$ cat config.mk
export PLATFORM = sky130hd
export DESIGN_NAME = taskfile_command_block_decode
export DESIGN_NICKNAME = d
export VERILOG_FILES = /design/src/rtl/taskfile_cb_pkg.sv /design/src/rtl/readback_buffer.sv /design/src/rtl/taskfile_command_block_decode.sv
export SDC_FILE = /design/constraint.sdc
export NUM_CORES = 1
export LEC_CHECK = 0
export ABC_AREA = 1
export BUFFER_PORTS_ARGS = -buffer_cell sky130_fd_sc_hd__buf_2
export CORE_ASPECT_RATIO = 1.75
export CORE_MARGIN = 2
export CORE_UTILIZATION = 62
export CTS_BUF_LIST = sky130_fd_sc_hd__clkbuf_4 sky130_fd_sc_hd__clkbuf_8
export CTS_CLUSTER_DIAMETER = 60
export DETAILED_ROUTE_END_ITERATION = 16
export PLACE_DENSITY_LB_ADDON = 0.05
export SYNTH_ARGS = -nofsm -noshare
export SYNTH_HDL_FRONTEND = slang
export SYNTH_SLANG_ARGS = --single-unit
export TNS_END_PERCENT = 30
$ cat constraint.sdc
create_clock -name ref_clk -period 9.62 [get_ports ref_clk]
set_clock_uncertainty 0.2 [all_clocks]
set_input_delay 0.481 -clock ref_clk [delete_from_list [all_inputs] [get_ports ref_clk]]
set_output_delay 0.481 -clock ref_clk [all_outputs]
set_load 0.1 [all_outputs]
$ cat src/rtl/taskfile_cb_pkg.sv
/*
  constants shared by the taskfile command block decoder: apb offsets,
  field positions, reset values, step counts and sequencer states.
  assumes a 32-bit apb bus with word aligned registers.
*/
package taskfile_cb_pkg;

  // apb byte offsets
  localparam logic [7:0] OFF_CTRL     = 8'h00;
  localparam logic [7:0] OFF_CMD_BLK  = 8'h04;
  localparam logic [7:0] OFF_WDATA0   = 8'h08;
  localparam logic [7:0] OFF_WDATA1   = 8'h0C;
  localparam logic [7:0] OFF_WDATA2   = 8'h10;
  localparam logic [7:0] OFF_STATUS   = 8'h14;
  localparam logic [7:0] OFF_BLKSIZE  = 8'h18;
  localparam logic [7:0] OFF_READBACK = 8'h20;

  // command block word fields
  localparam int MASK_LSB      = 0;
  localparam int ACT1_LSB      = 8;
  localparam int ACT2_LSB      = 16;
  localparam int DEVHEAD_LSB   = 24;
  localparam int DEV_AFTER_BIT = 1;
  localparam int READBACK_BIT  = 0;
  localparam int HOB_WRITE_BIT = 0;
  localparam int BLK_CODE_LSB  = 4;

  // status bits
  localparam int ST_BUSY   = 0;
  localparam int ST_DONE   = 1;
  localparam int ST_FAILED = 2;

  localparam logic [31:0] CMD_BLK_RESET = 32'h0000_0000;
  localparam logic [31:0] WDATA_RESET   = 32'h0000_0000;

  // sequencing
  localparam logic [3:0] BLK_CODE_MAX   = 4'h8;
  localparam int         NUM_STEPS      = 12;
  localparam int         READBACK_BYTES = 12;
  localparam int         RB_WORDS       = 3;
  localparam logic [2:0] REG_ALT_STATUS = 3'h0;
  localparam logic [2:0] REG_DEV_HEAD   = 3'h6;
  localparam logic [2:0] REG_COMMAND    = 3'h7;

  typedef enum logic [6:0] {
    ST_IDLE    = 7'b000_0001,
    ST_CHECK   = 7'b000_0010,
    ST_PRESEL  = 7'b000_0100,
    ST_REGS    = 7'b000_1000,
    ST_POSTSEL = 7'b001_0000,
    ST_XFER    = 7'b010_0000,
    ST_FINISH  = 7'b100_0000
  } seq_state_t;

endpackage

$ cat src/rtl/readback_buffer.sv
/*
  small byte-writable memory that holds the taskfile readback bytes.
  assumes one write and one read per cycle; read data is registered.
*/
`timescale 1ns/1ps
module readback_buffer #(
  parameter int LANES = 4,
  parameter int DEPTH = 3,
  parameter int AW    = 2
) (
  input  wire logic               clk,
  input  wire logic               rstN,
  input  wire logic               ce,
  input  wire logic               wrEn,
  input  wire logic [AW-1:0]      wrAddr,
  input  wire logic [1:0]         wrLane,
  input  wire logic [7:0]         wrData,
  input  wire logic [AW-1:0]      rdAddr,
  output logic      [LANES*8-1:0] rdData
);

  logic [LANES*8-1:0] mem [DEPTH];

  // one write port per byte lane
  for (genvar l = 0; l < LANES; l++) begin : g_lane
    always_ff @(posedge clk) begin
      if (ce && wrEn && wrLane == 2'(l)) begin
        mem[wrAddr][l*8 +: 8] <= wrData;
      end
    end
  end

  always_ff @(posedge clk or negedge rstN) begin
    if (!rstN) begin
      rdData <= '0;
    end else if (ce) begin
      rdData <= mem[rdAddr];
    end
  end

endmodule

$ cat src/rtl/taskfile_command_block_decode.sv
/*
  taskfile command block decoder: apb registers hold the command block,
  a sequencer performs the taskfile accesses on the ata register port,
  runs the data phase or collects the 12-byte readback.
  assumes ata port and data phase handshakes are on ref_clk.
*/
// Decided for this implementation: the APB interface to the registers and the placing of the registers.
`timescale 1ns/1ps
module taskfile_command_block_decode
  import taskfile_cb_pkg::*;
#(
  parameter int BLK_W = 9
) (
  input  wire logic              ref_clk,
  input  wire logic              rst_n,
  input  wire logic              ce,
  input  wire logic              psel,
  input  wire logic              penable,
  input  wire logic              pwrite,
  input  wire logic [7:0]        paddr,
  input  wire logic [31:0]       pwdata,
  output logic                   pready,
  output logic      [31:0]       prdata,
  output logic                   pslverr,
  output logic                   ataReq,
  output logic                   ataWrite,
  output logic      [2:0]        ataReg,
  output logic                   ataHob,
  output logic      [7:0]        ataWdata,
  input  wire logic              ataAck,
  input  wire logic [7:0]        ataRdata,
  output logic                   dataStart,
  input  wire logic              dataDone,
  output logic      [BLK_W-1:0]  blockSectors
);

  logic rstMeta_q;
  logic rstSync_q;

  always_ff @(posedge ref_clk or negedge rst_n) begin
    if (!rst_n) begin
      rstMeta_q <= 1'b0;
      rstSync_q <= 1'b0;
    end else begin
      rstMeta_q <= 1'b1;
      rstSync_q <= rstMeta_q;
    end
  end

  seq_state_t       state_q;
  seq_state_t       state_d;
  logic [31:0]      cmdBlk_q;
  logic [31:0]      wdata0_q;
  logic [31:0]      wdata1_q;
  logic [15:0]      wdata2_q;
  logic             busy_q;
  logic             done_q;
  logic             failed_q;
  logic [3:0]       step_q;
  logic             ataReq_q;
  logic             ataWrite_q;
  logic [2:0]       ataReg_q;
  logic             ataHob_q;
  logic [7:0]       ataWdata_q;
  logic             dataStart_q;
  logic [BLK_W-1:0] blockSectors_q;
  logic             pready_q;
  logic [31:0]      prdata_q;
  logic             pslverr_q;

  // command block fields
  wire logic [7:0] selMask     = cmdBlk_q[MASK_LSB +: 8];
  wire logic [7:0] actSecond   = cmdBlk_q[ACT2_LSB +: 8];
  wire logic [7:0] devHeadData = cmdBlk_q[DEVHEAD_LSB +: 8];
  wire logic       devAfter    = cmdBlk_q[ACT1_LSB + DEV_AFTER_BIT];
  wire logic       readbackOnly = cmdBlk_q[ACT1_LSB + READBACK_BIT];
  wire logic       hobWrite    = actSecond[HOB_WRITE_BIT];
  wire logic [3:0] blkCode     = actSecond[BLK_CODE_LSB +: 4];
  wire logic       blkIllegal  = blkCode > BLK_CODE_MAX;
  wire logic       devSelNeeded = selMask[REG_DEV_HEAD] && !readbackOnly;

  // step table: mask bit, hob flag and readback byte position
  logic [2:0] stepBit;
  logic       stepHob;
  logic [3:0] stepByte;
  always_comb begin
    stepHob = 1'b0;
    case (step_q)
      4'h0: begin stepBit = 3'd0; stepByte = 4'h0; end
      4'h1: begin stepBit = 3'd1; stepByte = 4'h2; end
      4'h2: begin stepBit = 3'd2; stepByte = 4'h3; stepHob = 1'b1; end
      4'h3: begin stepBit = 3'd2; stepByte = 4'h7; end
      4'h4: begin stepBit = 3'd3; stepByte = 4'h4; stepHob = 1'b1; end
      4'h5: begin stepBit = 3'd3; stepByte = 4'h8; end
      4'h6: begin stepBit = 3'd4; stepByte = 4'h5; stepHob = 1'b1; end
      4'h7: begin stepBit = 3'd4; stepByte = 4'h9; end
      4'h8: begin stepBit = 3'd5; stepByte = 4'h6; stepHob = 1'b1; end
      4'h9: begin stepBit = 3'd5; stepByte = 4'hA; end
      4'hA: begin stepBit = 3'd6; stepByte = 4'h1; end
      default: begin stepBit = 3'd7; stepByte = 4'hB; end
    endcase
  end

  // command write data for each step
  logic [7:0] stepWdata;
  always_comb begin
    case (step_q)
      4'h1: stepWdata = wdata0_q[7:0];
      4'h2: stepWdata = wdata0_q[15:8];
      4'h3: stepWdata = wdata1_q[15:8];
      4'h4: stepWdata = wdata0_q[23:16];
      4'h5: stepWdata = wdata1_q[23:16];
      4'h6: stepWdata = wdata0_q[31:24];
      4'h7: stepWdata = wdata1_q[31:24];
      4'h8: stepWdata = wdata1_q[7:0];
      4'h9: stepWdata = wdata2_q[7:0];
      4'hB: stepWdata = wdata2_q[15:8];
      default: stepWdata = 8'h00;
    endcase
  end

  wire logic stepSelected = selMask[stepBit];
  wire logic stepHobOff   = stepHob && !hobWrite;
  wire logic stepDevSel   = stepBit == REG_DEV_HEAD && !readbackOnly;
  wire logic stepCmdInRb  = stepBit == REG_COMMAND && readbackOnly;
  wire logic stepAltInCmd = stepBit == REG_ALT_STATUS && !readbackOnly;
  wire logic stepActive   = stepSelected && !stepHobOff && !stepDevSel && !stepCmdInRb && !stepAltInCmd;
  wire logic inRegs       = state_q == ST_REGS;
  wire logic accDone      = ataReq_q && ataAck;
  wire logic stepAdvance  = inRegs && ((!stepActive && !ataReq_q) || accDone);
  wire logic stepIssue    = inRegs && stepActive && !ataReq_q;
  wire logic lastStep     = step_q == 4'(NUM_STEPS - 1);
  wire logic inSel        = state_q == ST_PRESEL || state_q == ST_POSTSEL;
  wire logic selIssue     = inSel && devSelNeeded && !ataReq_q;

  // readback capture, zero for skipped positions
  wire logic       rbWrEn   = stepAdvance && readbackOnly;
  wire logic [7:0] rbWrData = ataReq_q ? ataRdata : 8'h00;
  wire logic [31:0] rbRdData;

  readback_buffer #(
    .LANES (4),
    .DEPTH (RB_WORDS),
    .AW    (2)
  ) u_readback (
    .clk    (ref_clk),
    .rstN   (rstSync_q),
    .ce     (ce),
    .wrEn   (rbWrEn),
    .wrAddr (stepByte[3:2]),
    .wrLane (stepByte[1:0]),
    .wrData (rbWrData),
    .rdAddr (paddr[3:2]),
    .rdData (rbRdData)
  );

  // apb decode
  wire logic apbAccess = psel && penable && !pready_q;
  wire logic apbDone   = psel && penable && pready_q;
  wire logic apbWr     = apbDone && pwrite;
  wire logic hitCtrl   = paddr == OFF_CTRL;
  wire logic hitCmd    = paddr == OFF_CMD_BLK;
  wire logic hitWd0    = paddr == OFF_WDATA0;
  wire logic hitWd1    = paddr == OFF_WDATA1;
  wire logic hitWd2    = paddr == OFF_WDATA2;
  wire logic hitStat   = paddr == OFF_STATUS;
  wire logic hitBlk    = paddr == OFF_BLKSIZE;
  wire logic hitRb     = paddr[7:4] == OFF_READBACK[7:4] && paddr[3:2] != 2'b11 && paddr[1:0] == 2'b00;
  wire logic hitAny    = hitCtrl | hitCmd | hitWd0 | hitWd1 | hitWd2 | hitStat | hitBlk | hitRb;
  wire logic goCmd     = apbWr && hitCtrl && pwdata[0] && !busy_q;
  wire logic cfgWrOk   = apbWr && !busy_q;
  wire logic doneClr   = apbWr && hitStat && pwdata[ST_DONE];
  wire logic failClr   = apbWr && hitStat && pwdata[ST_FAILED];
  wire logic finishEvt = state_q == ST_FINISH || (state_q == ST_CHECK && blkIllegal);
  wire logic failEvt   = state_q == ST_CHECK && blkIllegal;

  wire logic [31:0] statusWord = {29'h0, failed_q, done_q, busy_q};
  wire logic [31:0] rdMux =
    hitCmd  ? cmdBlk_q :
    hitWd0  ? wdata0_q :
    hitWd1  ? wdata1_q :
    hitWd2  ? {16'h0000, wdata2_q} :
    hitStat ? statusWord :
    hitBlk  ? 32'(blockSectors_q) :
    hitRb   ? rbRdData : 32'h0000_0000;

  // sequencer
  always_comb begin
    state_d = state_q;
    case (state_q)
      ST_IDLE: begin
        if (goCmd) begin
          state_d = ST_CHECK;
        end
      end
      ST_CHECK: begin
        if (blkIllegal) begin
          state_d = ST_IDLE;
        end else if (readbackOnly || devAfter) begin
          state_d = ST_REGS;
        end else begin
          state_d = ST_PRESEL;
        end
      end
      ST_PRESEL: begin
        if (!devSelNeeded || accDone) begin
          state_d = ST_REGS;
        end
      end
      ST_REGS: begin
        if (stepAdvance && lastStep) begin
          if (readbackOnly) begin
            state_d = ST_FINISH;
          end else if (devAfter) begin
            state_d = ST_POSTSEL;
          end else begin
            state_d = ST_XFER;
          end
        end
      end
      ST_POSTSEL: begin
        if (!devSelNeeded || accDone) begin
          state_d = ST_XFER;
        end
      end
      ST_XFER: begin
        if (dataDone && !dataStart_q) begin
          state_d = ST_FINISH;
        end
      end
      ST_FINISH: begin
        state_d = ST_IDLE;
      end
      default: begin
        state_d = ST_IDLE;
      end
    endcase
  end

  always_ff @(posedge ref_clk or negedge rstSync_q) begin
    if (!rstSync_q) begin
      state_q <= ST_IDLE;
      step_q  <= 4'h0;
    end else if (ce) begin
      state_q <= state_d;
      if (state_q == ST_CHECK) begin
        step_q <= 4'h0;
      end else if (stepAdvance && !lastStep) begin
        step_q <= step_q + 4'h1;
      end
    end
  end

  // ata register port
  always_ff @(posedge ref_clk or negedge rstSync_q) begin
    if (!rstSync_q) begin
      ataReq_q   <= 1'b0;
      ataWrite_q <= 1'b0;
      ataReg_q   <= REG_ALT_STATUS;
      ataHob_q   <= 1'b0;
      ataWdata_q <= 8'h00;
    end else if (ce) begin
      if (accDone) begin
        ataReq_q <= 1'b0;
      end else if (selIssue) begin
        ataReq_q   <= 1'b1;
        ataWrite_q <= 1'b1;
        ataReg_q   <= REG_DEV_HEAD;
        ataHob_q   <= 1'b0;
        ataWdata_q <= devHeadData;
      end else if (stepIssue) begin
        ataReq_q   <= 1'b1;
        ataWrite_q <= !readbackOnly;
        ataReg_q   <= stepBit;
        ataHob_q   <= stepHob;
        ataWdata_q <= stepWdata;
      end
    end
  end

  // data phase, block size and status
  always_ff @(posedge ref_clk or negedge rstSync_q) begin
    if (!rstSync_q) begin
      dataStart_q    <= 1'b0;
      blockSectors_q <= '0;
      busy_q         <= 1'b0;
      done_q         <= 1'b0;
      failed_q       <= 1'b0;
    end else if (ce) begin
      dataStart_q <= state_d == ST_XFER && state_q != ST_XFER;
      if (state_q == ST_CHECK && !blkIllegal) begin
        blockSectors_q <= BLK_W'(1) << blkCode;
      end
      busy_q   <= (busy_q | goCmd) & ~finishEvt;
      done_q   <= (done_q & ~doneClr) | finishEvt;
      failed_q <= (failed_q & ~(failClr | goCmd)) | failEvt;
    end
  end

  // configuration registers
  always_ff @(posedge ref_clk or negedge rstSync_q) begin
    if (!rstSync_q) begin
      cmdBlk_q <= CMD_BLK_RESET;
      wdata0_q <= WDATA_RESET;
      wdata1_q <= WDATA_RESET;
      wdata2_q <= WDATA_RESET[15:0];
    end else if (ce && cfgWrOk) begin
      if (hitCmd) begin
        cmdBlk_q <= pwdata;
      end
      if (hitWd0) begin
        wdata0_q <= pwdata;
      end
      if (hitWd1) begin
        wdata1_q <= pwdata;
      end
      if (hitWd2) begin
        wdata2_q <= pwdata[15:0];
      end
    end
  end

  // apb answer, one wait state
  always_ff @(posedge ref_clk or negedge rstSync_q) begin
    if (!rstSync_q) begin
      pready_q  <= 1'b0;
      prdata_q  <= 32'h0000_0000;
      pslverr_q <= 1'b0;
    end else if (ce) begin
      pready_q  <= apbAccess;
      pslverr_q <= apbAccess && !hitAny;
      if (apbAccess && !pwrite) begin
        prdata_q <= rdMux;
      end
    end
  end

  assign pready       = pready_q;
  assign prdata       = prdata_q;
  assign pslverr      = pslverr_q;
  assign ataReq       = ataReq_q;
  assign ataWrite     = ataWrite_q;
  assign ataReg       = ataReg_q;
  assign ataHob       = ataHob_q;
  assign ataWdata     = ataWdata_q;
  assign dataStart    = dataStart_q;
  assign blockSectors = blockSectors_q;

endmodule

; Word level (Yosys, flattened, before mapping)
; Memories as Yosys holds them, arrays and structs flattened. A register that Yosys moved wholly into a read port is not among the register bits.
; Index checks and enable logic that the tools add are counted.
[word_totals]
ff_bits = 186
latchBits = 0
ram_bits = 96
mem_bits_ro = 0
inputBits = 56
output_inout_bits = 58
word_cells = 210
mem_count = 1
[mem_list]
columns = memory, words, width, read_ports, rd_clocked_by_memory_dff, wr, line
row1 = u_readback.mem, 3, 32, 1, 1, 1, readback_buffer.sv:22  ; logic [LANES*8-1:0] mem [DEPTH];
[classes]
addsub = 1
multipliers = 0
n_div = 0
order_cmp = 2
n_eq_ne = 33
shifts = 1
n_mux = 45
bitwise = 18
n_reduce_logical = 88
[op_table]
columns = cell, count
row1 = two-way mux 32 bit, 7
row2 = case mux 8 bit (10 select lines), 1
row3 = logical AND 1 bit, 44
row4 = case mux 4 bit (11 select lines), 1
row5 = two-way mux 7 bit, 6
row6 = case mux 7 bit (6 select lines), 1
row7 = equality test 8 x 5 -> 1 bit (second input constant), 3
row8 = two-way mux 8 bit, 3
row9 = case mux 3 bit (7 select lines), 1
row10 = zero test 1 bit, 17
row11 = two-way mux 1 bit, 17
row12 = equality test 4 x 3 -> 1 bit (second input constant), 4
row13 = equality test 4 bit (second input constant), 4
row14 = equality test 8 x 4 -> 1 bit (second input constant), 2
row15 = two-way mux 4 bit, 4
row16 = AND reduction 2 bit, 8
row17 = equality test 7 x 6 -> 1 bit (second input constant), 2
row18 = equality test 4 x 2 -> 1 bit (second input constant), 3
row19 = bitwise OR 1 bit, 11
row20 = << shifter 1 x 4 -> 9 bit (first input constant), 1
row21 = equality test 8 x 3 -> 1 bit (second input constant), 1
row22 = zero test 8 bit, 1
row23 = OR reduction 2 bit, 4
row24 = equality test 7 x 1 -> 1 bit (second input constant), 1
row25 = 27 further kinds, 41

; Longest topological paths before layout
; Gate-level depths: netlist of the first run.
[depth]
ltp_word = 18
depth_mapped = 17
mapped_depth_nobuf = 15

; Modules after synthesis
; From an unflattened synthesis of the first run, not the netlist that was laid out.
[unflattened]
hier_cells = 1650
area_unflattened_um2 = 14825.5
[by_module_without_submodules]
columns = mod, instances, cells_per_inst, area_per_inst_um2, seq_area_each_um2
row1 = taskfile_command_block_decode, 1, 1218, 9522.9, 4655.7
row2 = readback_buffer, 1, 432, 5302.6, 3683.5

; Worst setup path before layout of the first run
; No wires, ideal clock.
[synth_path]
path_type = register to register
startpoint = register step_q[0]
endpoint = memory u_readback.mem[2][10] in the netlist's numbering, enable pin
setup_ns = 0.383
arrival_ns = 2.495
slack_ns = 6.542
stages_incl_launch_ff = 15
path_buffers = 1
period_less_slack_ns = 3.078
cell_sequence = dfrtp_1 inv_1 ha_1 buf_2 o21ai_2 nand3_2 nand2_4 nand2_1 nand3_1 nand3_2 nand3_4 nand2_1 nor2_2 nand2_1 nor3_1
[synth_between]
elab_chain_len = 18
elab_cells_between_ends = 46
classes_between = eq/ne (13) / mux (7) / reduce/logical (26)
[synth_rtl]
columns = element, line
row1 = from (decl), taskfile_command_block_decode.sv:59  ; logic [3:0] step_q;
row2 = from (signal assigned), taskfile_command_block_decode.sv:249  ; step_q <= step_q + 4'h1;
row3 = "equality test 4 bit, or another cell as far along", taskfile_command_block_decode.sv:88  ; case (step_q)
row4 = OR reduction 2 bit (no line) or OR reduction 4 bit (tied branches), --
row5 = case mux 3 bit (7 select lines) or two-way mux 1 bit (tied branches), taskfile_command_block_decode.sv:88
row6 = "binary-select mux 1 bit (select 3 bit), or another cell as far along", taskfile_command_block_decode.sv:122  ; wire logic stepSelected = selMask[stepBit];
row7 = "two-way mux 1 bit (implied by the code), or another cell as far along", taskfile_command_block_decode.sv:122
row8 = logical AND 1 bit or zero test 1 bit (tied branches), taskfile_command_block_decode.sv:127  ; wire logic stepActive = stepSelected && !stepHobOff && !stepDevSel && !stepCmdInRb && !stepAltInCmd;
row9 = logical AND 1 bit (3 in a row), taskfile_command_block_decode.sv:127
row10 = zero test 1 bit, taskfile_command_block_decode.sv:130  ; wire logic stepAdvance = inRegs && ((!stepActive && !ataReq_q) || accDone);
row11 = logical AND 1 bit, taskfile_command_block_decode.sv:130
row12 = logical OR 1 bit, taskfile_command_block_decode.sv:130
row13 = logical AND 1 bit, taskfile_command_block_decode.sv:130
row14 = logical AND 1 bit, taskfile_command_block_decode.sv:137  ; wire logic rbWrEn = stepAdvance && readbackOnly;
row15 = logical AND 1 bit (2 in a row), readback_buffer.sv:27  ; if (ce && wrEn && wrLane == 2'(l)) begin
row16 = two-way mux 1 bit, readback_buffer.sv:27
row17 = two-way mux 1 bit (implied by the code), readback_buffer.sv:28  ; mem[wrAddr][l*8 +: 8] <= wrData;
row18 = to (decl), readback_buffer.sv:22
; Several ways; a longest one is shown, not always the timed one. The select of a mux whose other input is x is not followed.

; Worst setup path in the final report of the first run
[layout_path]
startpoint = register step_q[1]
endpoint = memory u_readback.mem[1][8] in the netlist's numbering, enable pin
; The elaborated chain is that of the path after synthesis.

==> results of run 1 <==
-- worst max-delay path: cells and delay by family (launching register included) --
kind	cells	cell delay, ns
DFF	1	0.43
and+or+nand+nor	12	2.36
adders and majority gates	1	0.59
buffers and inverters	1	0.10
-- flip-flops by register name (all words and copies together), names as in the netlist, 4 cells and up --
register,flops
blockSectors,9
prdata,32
wdata1_q,32
u_readback.mem,96
ataWdata,8
u_readback.rdData,32
cmdBlk_q,32
wdata0_q,32
state_q,7
step_q,4
wdata2_q,16
-- per-layer routing --
layer / share of wire (%) / GRT usage, % / vias up
met4: 7.8 / 25.0 / 0
met2: 50 / 61.5 / 525
li1: - / - / 5479
met5: 0 / 0 / -
met1: 36 / 41.6 / 5591
met3: 5.8 / 4.59 / 159
-- synth_stat cells, drive strengths merged --
library cell	count	area, um^2
a211oi	1	7.51
a21oi	61	309
a221oi	1	8.76
a22oi	36	270
a2bb2oi	16	140
a31oi	1	6.26
a32o	1	10.0
a32oi	1	8.76
buf	16	104
clkbuf	62	233
clkinv	2	7.51
conb	1	3.75
dfrtp	217	5430
dfstp	1	26.3
edfxtp	96	2880
ha	4	50.1
inv	208	786
nand2	367	1400
nand3	103	583
nand3b	1	7.51
nand4	22	138
nor2	69	293
nor3	11	55.1
nor4	12	81.3
o2111ai	16	140
o211ai	7	52.6
o21ai	206	1030
o21bai	1	18.8
o221ai	3	26.3
o22ai	19	119
o31ai	2	15.0
xor2	2	17.5
-- cells by family after synthesis --
group | count (synthesis)
AOI/OAI and AO/OA | 372
xor gates and xnor gates | 2
adders and majority gates | 4
buffers and inverters | 288
DFF | 314
other | 1
and+or+nand+nor | 585
-- final timing paths --
kind | to | slack, ns | depth (start not counted)
min in group asynchronous | prdata[16] | 0.03 | 0
max in group asynchronous | cmdBlk_q[23] | 7.27 | 2
worst max-delay path | u_readback.mem[1][8] | 5.55 | 14
worst min-delay path | wdata0_q[25] | 0.006 | 3
worst min register to register | prdata[16] | 0.03 | 0
worst max register to register | u_readback.mem[1][8] | 5.55 | 14
-- per-stage QoR --
stage | cell area [um^2] | cells
6_report | 16000 | 2007
5_1_grt | 16000 | 2007
4_1_cts | 16000 | 2007
3_5_place_dp | 15000 | 1912
3_3_place_gp | 15000 | 1912
2_1_floorplan | 14300 | 1566
-- final cells by class --
| class | instances | area [um^2] | share of cell area, % |
|---|---|---|---|
| clock buffer | 66 | 796 | 4.97 |
| clock inverter | 17 | 118 | 0.734 |
| inverter | 210 | 793 | 4.95 |
| multi-input combinational | 964 | 4820 | 30.1 |
| sequential | 314 | 8340 | 52.1 |
| tap | 300 | 375 | 2.34 |
| timing repair buffer | 136 | 768 | 4.80 |
-- layout by cell type (no fill, tap or decap), drive strengths merged, types with 2 or more instances in the layout --
| cell type | netlist | layout |
|---|---|---|
| o221ai | 3 | 3 |
| nor2 | 69 | 69 |
| a2bb2oi | 16 | 16 |
| o22ai | 19 | 19 |
| inv | 208 | 209 |
| nand3 | 103 | 103 |
| a22oi | 36 | 36 |
| nand4 | 22 | 22 |
| o31ai | 2 | 2 |
| nor3 | 11 | 11 |
| o211ai | 7 | 7 |
| a21oi | 61 | 61 |
| dfrtp | 217 | 217 |
| xor2 | 2 | 2 |
| buf | 16 | 124 |
| clkbuf | 62 | 66 |
| o21ai | 206 | 206 |
| edfxtp | 96 | 96 |
| clkinvlp | 0 | 3 |
| nand2 | 367 | 367 |
| o2111ai | 16 | 16 |
| ha | 4 | 4 |
| nor4 | 12 | 12 |
| dlygate4sd3 | 0 | 12 |
| clkinv | 2 | 14 |
-- power by group --
part	internal [mW]	switching, mW	leakage, nW
logic	0.0845	0.333	2.86
clock network	0.563	0.516	0.480
registers	1.42	0.0348	3.73
==> impl_metrics.toml, run 1 <==
[run_status]
run_status = "finished clean"

[floorplanning]
dieHeight_um = 205
die_area_um2 = 24300
design.portCount = 114
die_x_um = 119
floorplan.rows = 73
initial_core_util_pct = 63.0
core_region_area_um2 = 22700

[worst_setup_path]
critical_path.endpoint_type = "flip-flop"
crit_type = "flip-flop to flip-flop"
timing.critical_path.from = "step_q[1]"
worstPathRequired_ns = 9.62
critPathMostFrequentCell = "sky130_fd_sc_hd__nand2_1"
reg2reg_from = "step_q[1]"
critical_path_data_arrival_time_ns = 4.06
worstPathCellList = "inv_1 > ha_1 > nand3_2 > nand3_4 > nor2_8 > nand2_4 > nand2_1 > nand3_1 > nand3_2 > nand3_4 > nand2_1 > nor2_2 > nand2_1 > nor3_1"
cpPeakStageDelay_ns = 0.86
startpoint_type = "flip-flop"
worst-path-max-fanout = 13
critical_path.slowest_cell = "sky130_fd_sc_hd__nor3_1"

[clock_tree]
cts.sink_count = 314
clkLatencyLatePin_ns = 0.59
post_cts_clock_slew_at_the_launch_and_capture_registers_of_the_worst_setup_and_hold_paths_ns = 0.07
tritoncts = "yes"
post_cts_resized = 0
cts.hold.buffers_added = 12
cts-root-buf = "sky130_fd_sc_hd__clkbuf_8"
cts_made_buffers = 46
cts_max_path_buffers = 3
htree_num_levels = 2
cts_setup_buffers = 0

[timing]
post-route-period-util_pct = 42.3
setup_slack_of_the_critical_path_after_layout_ns = 5.55
post-route-min-period_ns = 4.07
setup_total_negative_slack_ns = 0
max-slew-margin-rel_pct = 20.7
final_max_slew_viol_count = 0
setup_repair_after_global_routing_missed_its_margin = "no"
fmax_mhz = 246
timing_worst_slew_pin_value_ns = 1.18
hold_viol_final = 0
worst_hold_slack_ns = 0.00578
setup_violations = 0

[min_path]
hold_start = "pwdata[25]"
worstHoldPathType = "primary input to flip-flop"

[power_and_ir_drop]
cellLeakagePower_nw = 7.07
design_power_total_mw = 2.95
power.density_nw_per_um2 = 184
irDropWorstVdd_uv = 165

[finish]
antennaDiodeCount = 0
num-nets-final = 1732
final_layout_size_suffix_gt1_share_pct = 14.0
synthToLayoutAreaGrowth_pct = 12.3
final.fill_count = 1857
postLayoutCoreUtil_pct = 70.7

[yosys]
post_synth_fa_ha_maj_area_fraction_pct = 0.351
synth-seq-cells = 314
synth-warning-count = 0
ys_seq_area_share_pct = 58.4
share_of_the_synthesized_area_in_compound_gates_ao_oa_aoi_oai_pct = 15.2
synth-xor-area-share_pct = 0.123
netlist_area_um2 = 14300
synth.mux.area_fraction_pct = 0
yosysUniqueCellTypes = 48
syn-instance-count = 1566
main_combinational_cell_family_by_area_after_synthesis = "simple AND/OR/NAND/NOR gates"
synth_simple_gate_area_share_pct = 17.9
net_count_of_the_mapped_netlist = 1626
syn_area_per_cell_um2 = 9.11

[global_route]
globalRoute.totalOverflow = 0
grt_use_total_pct = 35.8
grt_pass1_vias = 11682
antenna_found_initial = 0
global_route_wire_length_before_repair_um = 65700
grt_start_max_net_pins = 69

[place]
place_ws_ns = 5.61
place.detailed.hpwl_um = 31100
gp_congestion = 1.04
buffer_ports.inserted = 113

[run]
max-cap-violations = 0

[detailed_routing]
drt-wirelength-per-cell_um = 21.2
dr.first_iter.drc_count = 1128
antenna_left = 0
first_pass_iters = 6
route.detailed.drc = 0
viasPerCell = 5.86
dr_total_vias = 11754
routed_wire_length_um = 42600
Note: power is estimated with default switching activity, not from simulation.
==> run 2: changes to the inputs <==
--- a/config.mk
+++ b/config.mk
@@ -5,7 +5,7 @@
 export SDC_FILE = /design/constraint.sdc
 export NUM_CORES = 1
 export LEC_CHECK = 0
-export ABC_AREA = 1
+export ABC_AREA = 0
 export BUFFER_PORTS_ARGS = -buffer_cell sky130_fd_sc_hd__buf_2
 export CORE_ASPECT_RATIO = 1.75
 export CORE_MARGIN = 2
==> constraint.sdc (replaced) <==
create_clock -name ref_clk -period 3.9 [get_ports ref_clk]
set_clock_uncertainty 0.2 [all_clocks]
set_input_delay 0.195 -clock ref_clk [delete_from_list [all_inputs] [get_ports ref_clk]]
set_output_delay 0.195 -clock ref_clk [all_outputs]
set_load 0.1 [all_outputs]
==> run 2 against run 1 <==
  * Largest power group unchanged
  * First-iteration DRC count is 7.3% lower
  * Register-to-register slack got worse by 5.4 ns
  * Highest routed layer unchanged
  * Wire length decreased by 0.89%
==> impl_metrics.toml, run 2 <==
[worst_setup_path]
worst-path-max-fanout = 21
critical_path.endpoint_type = "flip-flop"
crit_type = "flip-flop to flip-flop"
r2r_slack_ns = 0.19
critical_path_data_arrival_time_ns = 3.80
worstPathRequired_ns = 3.99
timing.rr.end = "u_readback.mem[0][0]"
startpoint_type = "flip-flop"
reg2reg_from = "step_q[1]"
r2r.worst_path.cells = 9

[timing]
setup_repair_after_global_routing_missed_its_margin = "no"
hold_viol_final = 0
fmax_mhz = 270
setup_violations = 0
setup_slack_of_the_critical_path_after_layout_ns = 0.190
final_max_slew_viol_count = 0
post-route-period-util_pct = 95.1
post-route-min-period_ns = 3.71
setup_total_negative_slack_ns = 0
max-slew-margin-rel_pct = 23.1
timing_worst_slew_pin_value_ns = 1.14

[place]
placed_cells_incl_taps = 1552
dpl-instance-area_um2 = 15400
buffer_ports.inserted = 113
place_ws_ns = 0.183
place.detailed.hpwl_um = 30300
gp_congestion = 0.949

[clock_tree]
tritoncts = "yes"
post_cts_clock_slew_at_the_launch_and_capture_registers_of_the_worst_setup_and_hold_paths_ns = 0.07
cts_max_path_buffers = 3
cts_setup_buffers = 0
cts-root-buf = "sky130_fd_sc_hd__clkbuf_8"
cts.sink_count = 314
htree_num_levels = 2
cts_made_buffers = 44
clkLatencyLatePin_ns = 0.59

[yosys]
number_of_enable_type_register_cells_in_the_synthesized_netlist = 96
synthArstFlopShare_pct = 69.4
netlist_area_um2 = 14400
synth_area_leaders = "sky130_fd_sc_hd__dfrtp_1, sky130_fd_sc_hd__edfxtp_1, sky130_fd_sc_hd__mux2_2"
area_share_of_the_leading_cell_type_in_the_synthesized_netlist_pct = 37.8
syn_area_per_cell_um2 = 12.3
synth-warning-count = 0
net_count_of_the_mapped_netlist = 1233
synth.most_common_cell = "sky130_fd_sc_hd__dfrtp_1"
yosys.area.top_type = "sky130_fd_sc_hd__dfrtp_1"
syn-instance-count = 1173
yosysUniqueCellTypes = 76
synth-seq-cells = 314
yosys_most_used_dff = "sky130_fd_sc_hd__dfrtp_1"
yosys-top-cells-count = "sky130_fd_sc_hd__dfrtp_1, sky130_fd_sc_hd__mux2_2, sky130_fd_sc_hd__nand2_1, sky130_fd_sc_hd__edfxtp_1, sky130_fd_sc_hd__o21ai_0"
ys_seq_area_share_pct = 58.0

[detailed_routing]
drt-wirelength-per-cell_um = 25.2
dr_total_vias = 10814
dr.first_iter.drc_count = 1046
viasPerCell = 6.46
antenna_left = 0
routed_wire_length_um = 42200
first_pass_iters = 7
route.detailed.drc = 0

[power_and_ir_drop]
irDropWorstVdd_uv = 390
design_power_total_mw = 7.35
cellLeakagePower_nw = 7.34
power.density_nw_per_um2 = 439

[floorplanning]
initial_core_util_pct = 63.2
die_area_um2 = 24500
floorplan.rows = 73
design.portCount = 114
dieHeight_um = 205
core_region_area_um2 = 22700
die_x_um = 119

[min_path]
whs_endpoint = "done_q"
hold_start = "paddr[5]"
whs_path_depth = 5
worstHoldPathType = "primary input to flip-flop"

[finish]
multi_input_comb_area_um2 = 5650
final_layout_size_suffix_gt1_share_pct = 29.5
regArea_um2 = 8340
register_name_with_the_most_flops = "u_readback.mem"
layout.cell_area.non_filler_um2 = 16800
most_frequent_standard_cell_in_the_layout_excluding_fill_and_tap_cells = "sky130_fd_sc_hd__dfrtp_1"
antennaDiodeCount = 0
synthToLayoutAreaGrowth_pct = 16.7
layout.cells.non_filler = 1675
final.fill_count = 1594
num-nets-final = 1403
most_frequent_cells_in_the_layout = "sky130_fd_sc_hd__dfrtp_1, sky130_fd_sc_hd__mux2_2, sky130_fd_sc_hd__buf_2, sky130_fd_sc_hd__nand2_1, sky130_fd_sc_hd__edfxtp_1"
largest_register_ffs = 96

[run]
max-cap-violations = 0

[run_status]
run_status = "finished clean"

[global_route]
global_route_wire_length_before_repair_um = 64900
grt_start_max_net_pins = 71
antenna_found_initial = 0
grt_use_total_pct = 35.6
globalRoute.totalOverflow = 0
grt_pass1_vias = 11028
run 2: cell count changes in the layout (fill, tap and decap cells not counted), moves of 33 or more:
cell / delta
sky130_fd_sc_hd__a21oi_1: -34
sky130_fd_sc_hd__buf_4: +38
sky130_fd_sc_hd__dlygate4sd3_1: +33
sky130_fd_sc_hd__inv_1: -188
sky130_fd_sc_hd__mux2_2: +142
sky130_fd_sc_hd__mux2i_1: +45
sky130_fd_sc_hd__nand2_1: -259
sky130_fd_sc_hd__nand3_1: -71
sky130_fd_sc_hd__o21ai_0: -120
run 2: layout make-up:
cell class	count	area share, %
multi-input combinational	759	33.7
clock buffer	57	4.31
sequential	314	49.8
tap	300	2.24
clock inverter	21	1.21
inverter	15	0.336
timing repair buffer	209	8.49
run 2: critical path: stages, from the launching register on:
cell	delay (ns)
sky130_fd_sc_hd__dfrtp_1	0.41
sky130_fd_sc_hd__inv_1	0.10
sky130_fd_sc_hd__ha_1	0.40
sky130_fd_sc_hd__buf_4	0.31
sky130_fd_sc_hd__a2111oi_0	0.46
sky130_fd_sc_hd__o41ai_2	0.20
sky130_fd_sc_hd__a32oi_2	0.40
sky130_fd_sc_hd__nand4b_1	0.35
sky130_fd_sc_hd__nor3_1	0.34
sky130_fd_sc_hd__buf_4	0.23
run 2: cells by family after synthesis:
group | count (synthesis) | share of synthesized area [%]
AO/OA/AOI/OAI | 275 | 13.4
XOR/XNOR | 4 | 0.244
adder cells (fa/ha/maj) | 4 | 0.348
buffers and inverters | 100 | 2.87
flip-flops | 314 | 58.0
multiplexers | 199 | 15.5
other | 1 | 0.0261
AND/OR/NAND/NOR | 276 | 9.54
run 2: timing repair:
item | CTS | global route
endpoints found under the setup margin | 0 | 99
resized for setup | 0 | 2
hold buffers | 45 | 0
hold endpoints to repair | 133 | 0
run 2: worst max path at each step:
| stage | startpoint | endpoint | cells past startpoint |
|---|---|---|---|
| 2_1_floorplan | rstSync_q | ataHob | 0 |
| 3_3_place_gp | step_q[0] | u_readback.mem[0][31] | 9 |
| 3_5_place_dp | step_q[0] | u_readback.mem[0][6] | 9 |
| 4_1_cts | step_q[0] | u_readback.mem[0][0] | 9 |
| 5_1_grt | step_q[1] | u_readback.mem[0][0] | 9 |
| 6_report | step_q[1] | u_readback.mem[0][0] | 9 |
run 2: routing by layer:
layer,wire length (um),up-vias,GRT usage (%)
met5,0,-,0
met4,3160,0,23.8
met3,2490,150,5.38
met2,21300,466,60.9
met1,15300,5410,41.6
li1,-,4788,-
run 2: metrics by stage:
stage | util [%] | hold WS [ns]
floorplan | - | -0.301
finish | 73.7 | 0.0442
detailed placement | 67.6 | -0.217
CTS | 73.7 | 0.0162
global route | 73.7 | 0.0567
global placement | 67.6 | -0.220
run 2: power breakdown:
| part | switching (mW) | leakage [nW] | internal, mW |
|---|---|---|---|
| registers | 0.119 | 3.80 | 3.50 |
| logic | 0.786 | 3.07 | 0.238 |
| clock network | 1.23 | 0.479 | 1.48 |
==> run 3: changes to the inputs <==
--- a/config.mk
+++ b/config.mk
@@ -6,6 +6,7 @@
 export NUM_CORES = 1
 export LEC_CHECK = 0
 export ABC_AREA = 0
+export ABC_CLOCK_PERIOD_IN_PS = 3900
 export BUFFER_PORTS_ARGS = -buffer_cell sky130_fd_sc_hd__buf_2
 export CORE_ASPECT_RATIO = 1.75
 export CORE_MARGIN = 2
@@ -13,6 +14,7 @@
 export CTS_BUF_LIST = sky130_fd_sc_hd__clkbuf_4 sky130_fd_sc_hd__clkbuf_8
 export CTS_CLUSTER_DIAMETER = 60
 export DETAILED_ROUTE_END_ITERATION = 16
+export GPL_TIMING_DRIVEN = 0
 export PLACE_DENSITY_LB_ADDON = 0.05
 export SYNTH_ARGS = -nofsm -noshare
 export SYNTH_HDL_FRONTEND = slang
==> run 3 against run 2 <==
  * Non-clock buffer count grew 55
  * Power shrank 0.28%
  * Flip-flop and latch count is the same
  * First-iteration DRC count shrank 8.6%
  * Final cell count grew 3.6%
  * Final area grew 2.5%
  * Via count grew 5.7%
  * Worst hold slack gained 0.0024 ns
  * Fmax shrank 1.3%
==> impl_metrics.toml, run 3 (same netlist as run 2, synthesis figures left out) <==
[finish]
largest_register_ffs = 96
final_layout_size_suffix_gt1_share_pct = 28.6
multi_input_comb_area_um2 = 5780
layout.cell_area.non_filler_um2 = 17200
register_name_with_the_most_flops = "u_readback.mem"
postLayoutCoreUtil_pct = 75.6
antennaDiodeCount = 0
final.fill_count = 1523
num-nets-final = 1459
regArea_um2 = 8340
most_frequent_standard_cell_in_the_layout_excluding_fill_and_tap_cells = "sky130_fd_sc_hd__dfrtp_1"
most_frequent_cells_in_the_layout = "sky130_fd_sc_hd__dfrtp_1, sky130_fd_sc_hd__mux2_2, sky130_fd_sc_hd__buf_2, sky130_fd_sc_hd__nand2_1, sky130_fd_sc_hd__edfxtp_1"
synthToLayoutAreaGrowth_pct = 19.6

[detailed_routing]
antenna_left = 0
dr.first_iter.drc_count = 956
first_pass_iters = 8
routed_wire_length_um = 47500
dr_total_vias = 11434
drt-wirelength-per-cell_um = 27.4
route.detailed.drc = 0
viasPerCell = 6.59

[global_route]
global_route_wire_length_before_repair_um = 70000
antenna_found_initial = 0
grt_start_max_net_pins = 69
grt_use_total_pct = 39.0
globalRoute.totalOverflow = 0
grt_pass1_vias = 11666

[timing]
timing_worst_slew_pin_value_ns = 1.21
post-route-period-util_pct = 96.4
post-route-min-period_ns = 3.76
setup_violations = 0
max-slew-margin-rel_pct = 18.3
final_max_slew_viol_count = 0
setup_repair_after_global_routing_missed_its_margin = "no"
hold_viol_final = 0
worst_hold_slack_ns = 0.0466
fmax_mhz = 266

[power_and_ir_drop]
power.net_switching_mw = 2.21
clockPowerShare_pct = 36.0
irDropWorstVdd_uv = 437
combinational_power_share_pct = 14.9
power.switching_fraction_pct = 30.2
cellLeakagePower_nw = 7.45
power.sequential.fraction_pct = 49.1
power_report.internal_total_mw = 5.12
power.density_nw_per_um2 = 427

[worst_setup_path]
critical_path_data_arrival_time_ns = 3.87
crit_type = "flip-flop to flip-flop"
worstPathCellList = "inv_1 > ha_2 > nand2b_1 > a211oi_4 > mux4_2 > a32oi_2 > buf_4 > nand4b_1 > buf_4 > nor3_4 > buf_12"
critPathMostFrequentCell = "sky130_fd_sc_hd__buf_4"
cpPeakStageDelay_ns = 0.63
worst-path-max-fanout = 10
worstPathRequired_ns = 4.01
critical_path.slowest_cell = "sky130_fd_sc_hd__mux4_2"
critical_path.endpoint_type = "flip-flop"
critical_path.top_delay_family = "buffers and inverters"
critical_path_buf_inv_count = 4
startpoint_type = "flip-flop"

[clock_tree]
post_cts_clock_slew_at_the_launch_and_capture_registers_of_the_worst_setup_and_hold_paths_ns = 0.07
tritoncts = "yes"
cts_max_path_buffers = 3
cts.sink_count = 314
cts-root-buf = "sky130_fd_sc_hd__clkbuf_8"
htree_num_levels = 2
clkLatencyLatePin_ns = 0.60
cts_made_buffers = 45

[min_path]
worstHoldPathType = "primary input to flip-flop"

[run_status]
run_status = "finished clean"

[floorplanning]
initial_core_util_pct = 63.2
die_area_um2 = 24500
dieHeight_um = 205
die_x_um = 119
design.portCount = 114
core_region_area_um2 = 22700
floorplan.rows = 73

[place]
place.detailed.hpwl_um = 33900
buffer_ports.inserted = 113
dpl-instance-area_um2 = 15400
gp_congestion = 0.979

[run]
max-cap-violations = 0
-- run 3: power groups by stage --
stage / Sequential (mW) / Clock (mW) / Combinational [mW]
floorplan: 4.15 / 0 / 0.264
finish: 3.60 / 2.64 / 1.09
CTS: 3.60 / 2.66 / 1.08
detailed placement: 3.66 / 0 / 1.03
global placement: 3.69 / 0 / 0.978
global route: 3.61 / 2.80 / 1.14
-- run 3: per-stage QoR --
stage / setup WS (ns) / TNS (ns) / cells / power, mW
floorplan: 0.115 / 0 / 1173 / 4.41
global placement: -1.17 / -329.38 / 1586 / 4.67
detailed placement: -1.04 / -86.25 / 1589 / 4.69
CTS: 0.0495 / 0 / 1726 / 7.33
global route: 0.00657 / 0 / 1735 / 7.55
finish: 0.139 / 0 / 1735 / 7.33
-- run 3: path summary, 6_finish.rpt --
| path | to | start | cells past startpoint | slack (ns) |
|---|---|---|---|---|
| min reg2reg | cmdBlk_q[21] | rstSync_q | 0 | 0.12 |
| max in group asynchronous | cmdBlk_q[11] | rstSync_q | 2 | 2.28 |
| max reg2reg | u_readback.mem[2][19] | step_q[0] | 11 | 0.14 |
| max | u_readback.mem[2][19] | step_q[0] | 11 | 0.14 |
| min | u_readback.mem[2][28] | ataRdata[4] | 2 | 0.05 |
| min in group asynchronous | cmdBlk_q[21] | rstSync_q | 0 | 0.12 |
-- run 3: worst register-to-register path: cells and delay by family, from the launching register on --
kind	cells	cell delay, ns
buffers and inverters	4	0.78
DFF	1	0.43
AOI/OAI and AO/OA	2	0.59
muxes	1	0.63
adders and majority gates	1	0.29
and+or+nand+nor	3	0.56
-- run 3: timing repair --
item,in CTS,in global routing
buffers inserted,6,9
gates resized for setup,27,3
hold buffers,48,0
endpoints found under the hold margin,139,0
setup endpoints to repair,96,81
pin swaps,9,8
-- run 3: per-layer routing --
layer / global-route usage, % / wire (um) / vias up
met3: 5.90 / 3120 / 209
met2: 69.3 / 24800 / 609
met5: 0 / 0 / -
li1: - / - / 4912
met4: 28.5 / 3870 / 0
met1: 41.8 / 15700 / 5704
-- run 3: layout make-up --
| class | count | area share, % |
|---|---|---|
| inverters | 15 | 0.327 |
| plain buffers | 85 | 2.09 |
| well taps | 300 | 2.18 |
| clock buffers | 66 | 4.59 |
| repair buffers | 179 | 8.02 |
| flip-flops and latches | 314 | 48.5 |
| clock inverters | 17 | 0.662 |
| multi-input cells | 759 | 33.6 |
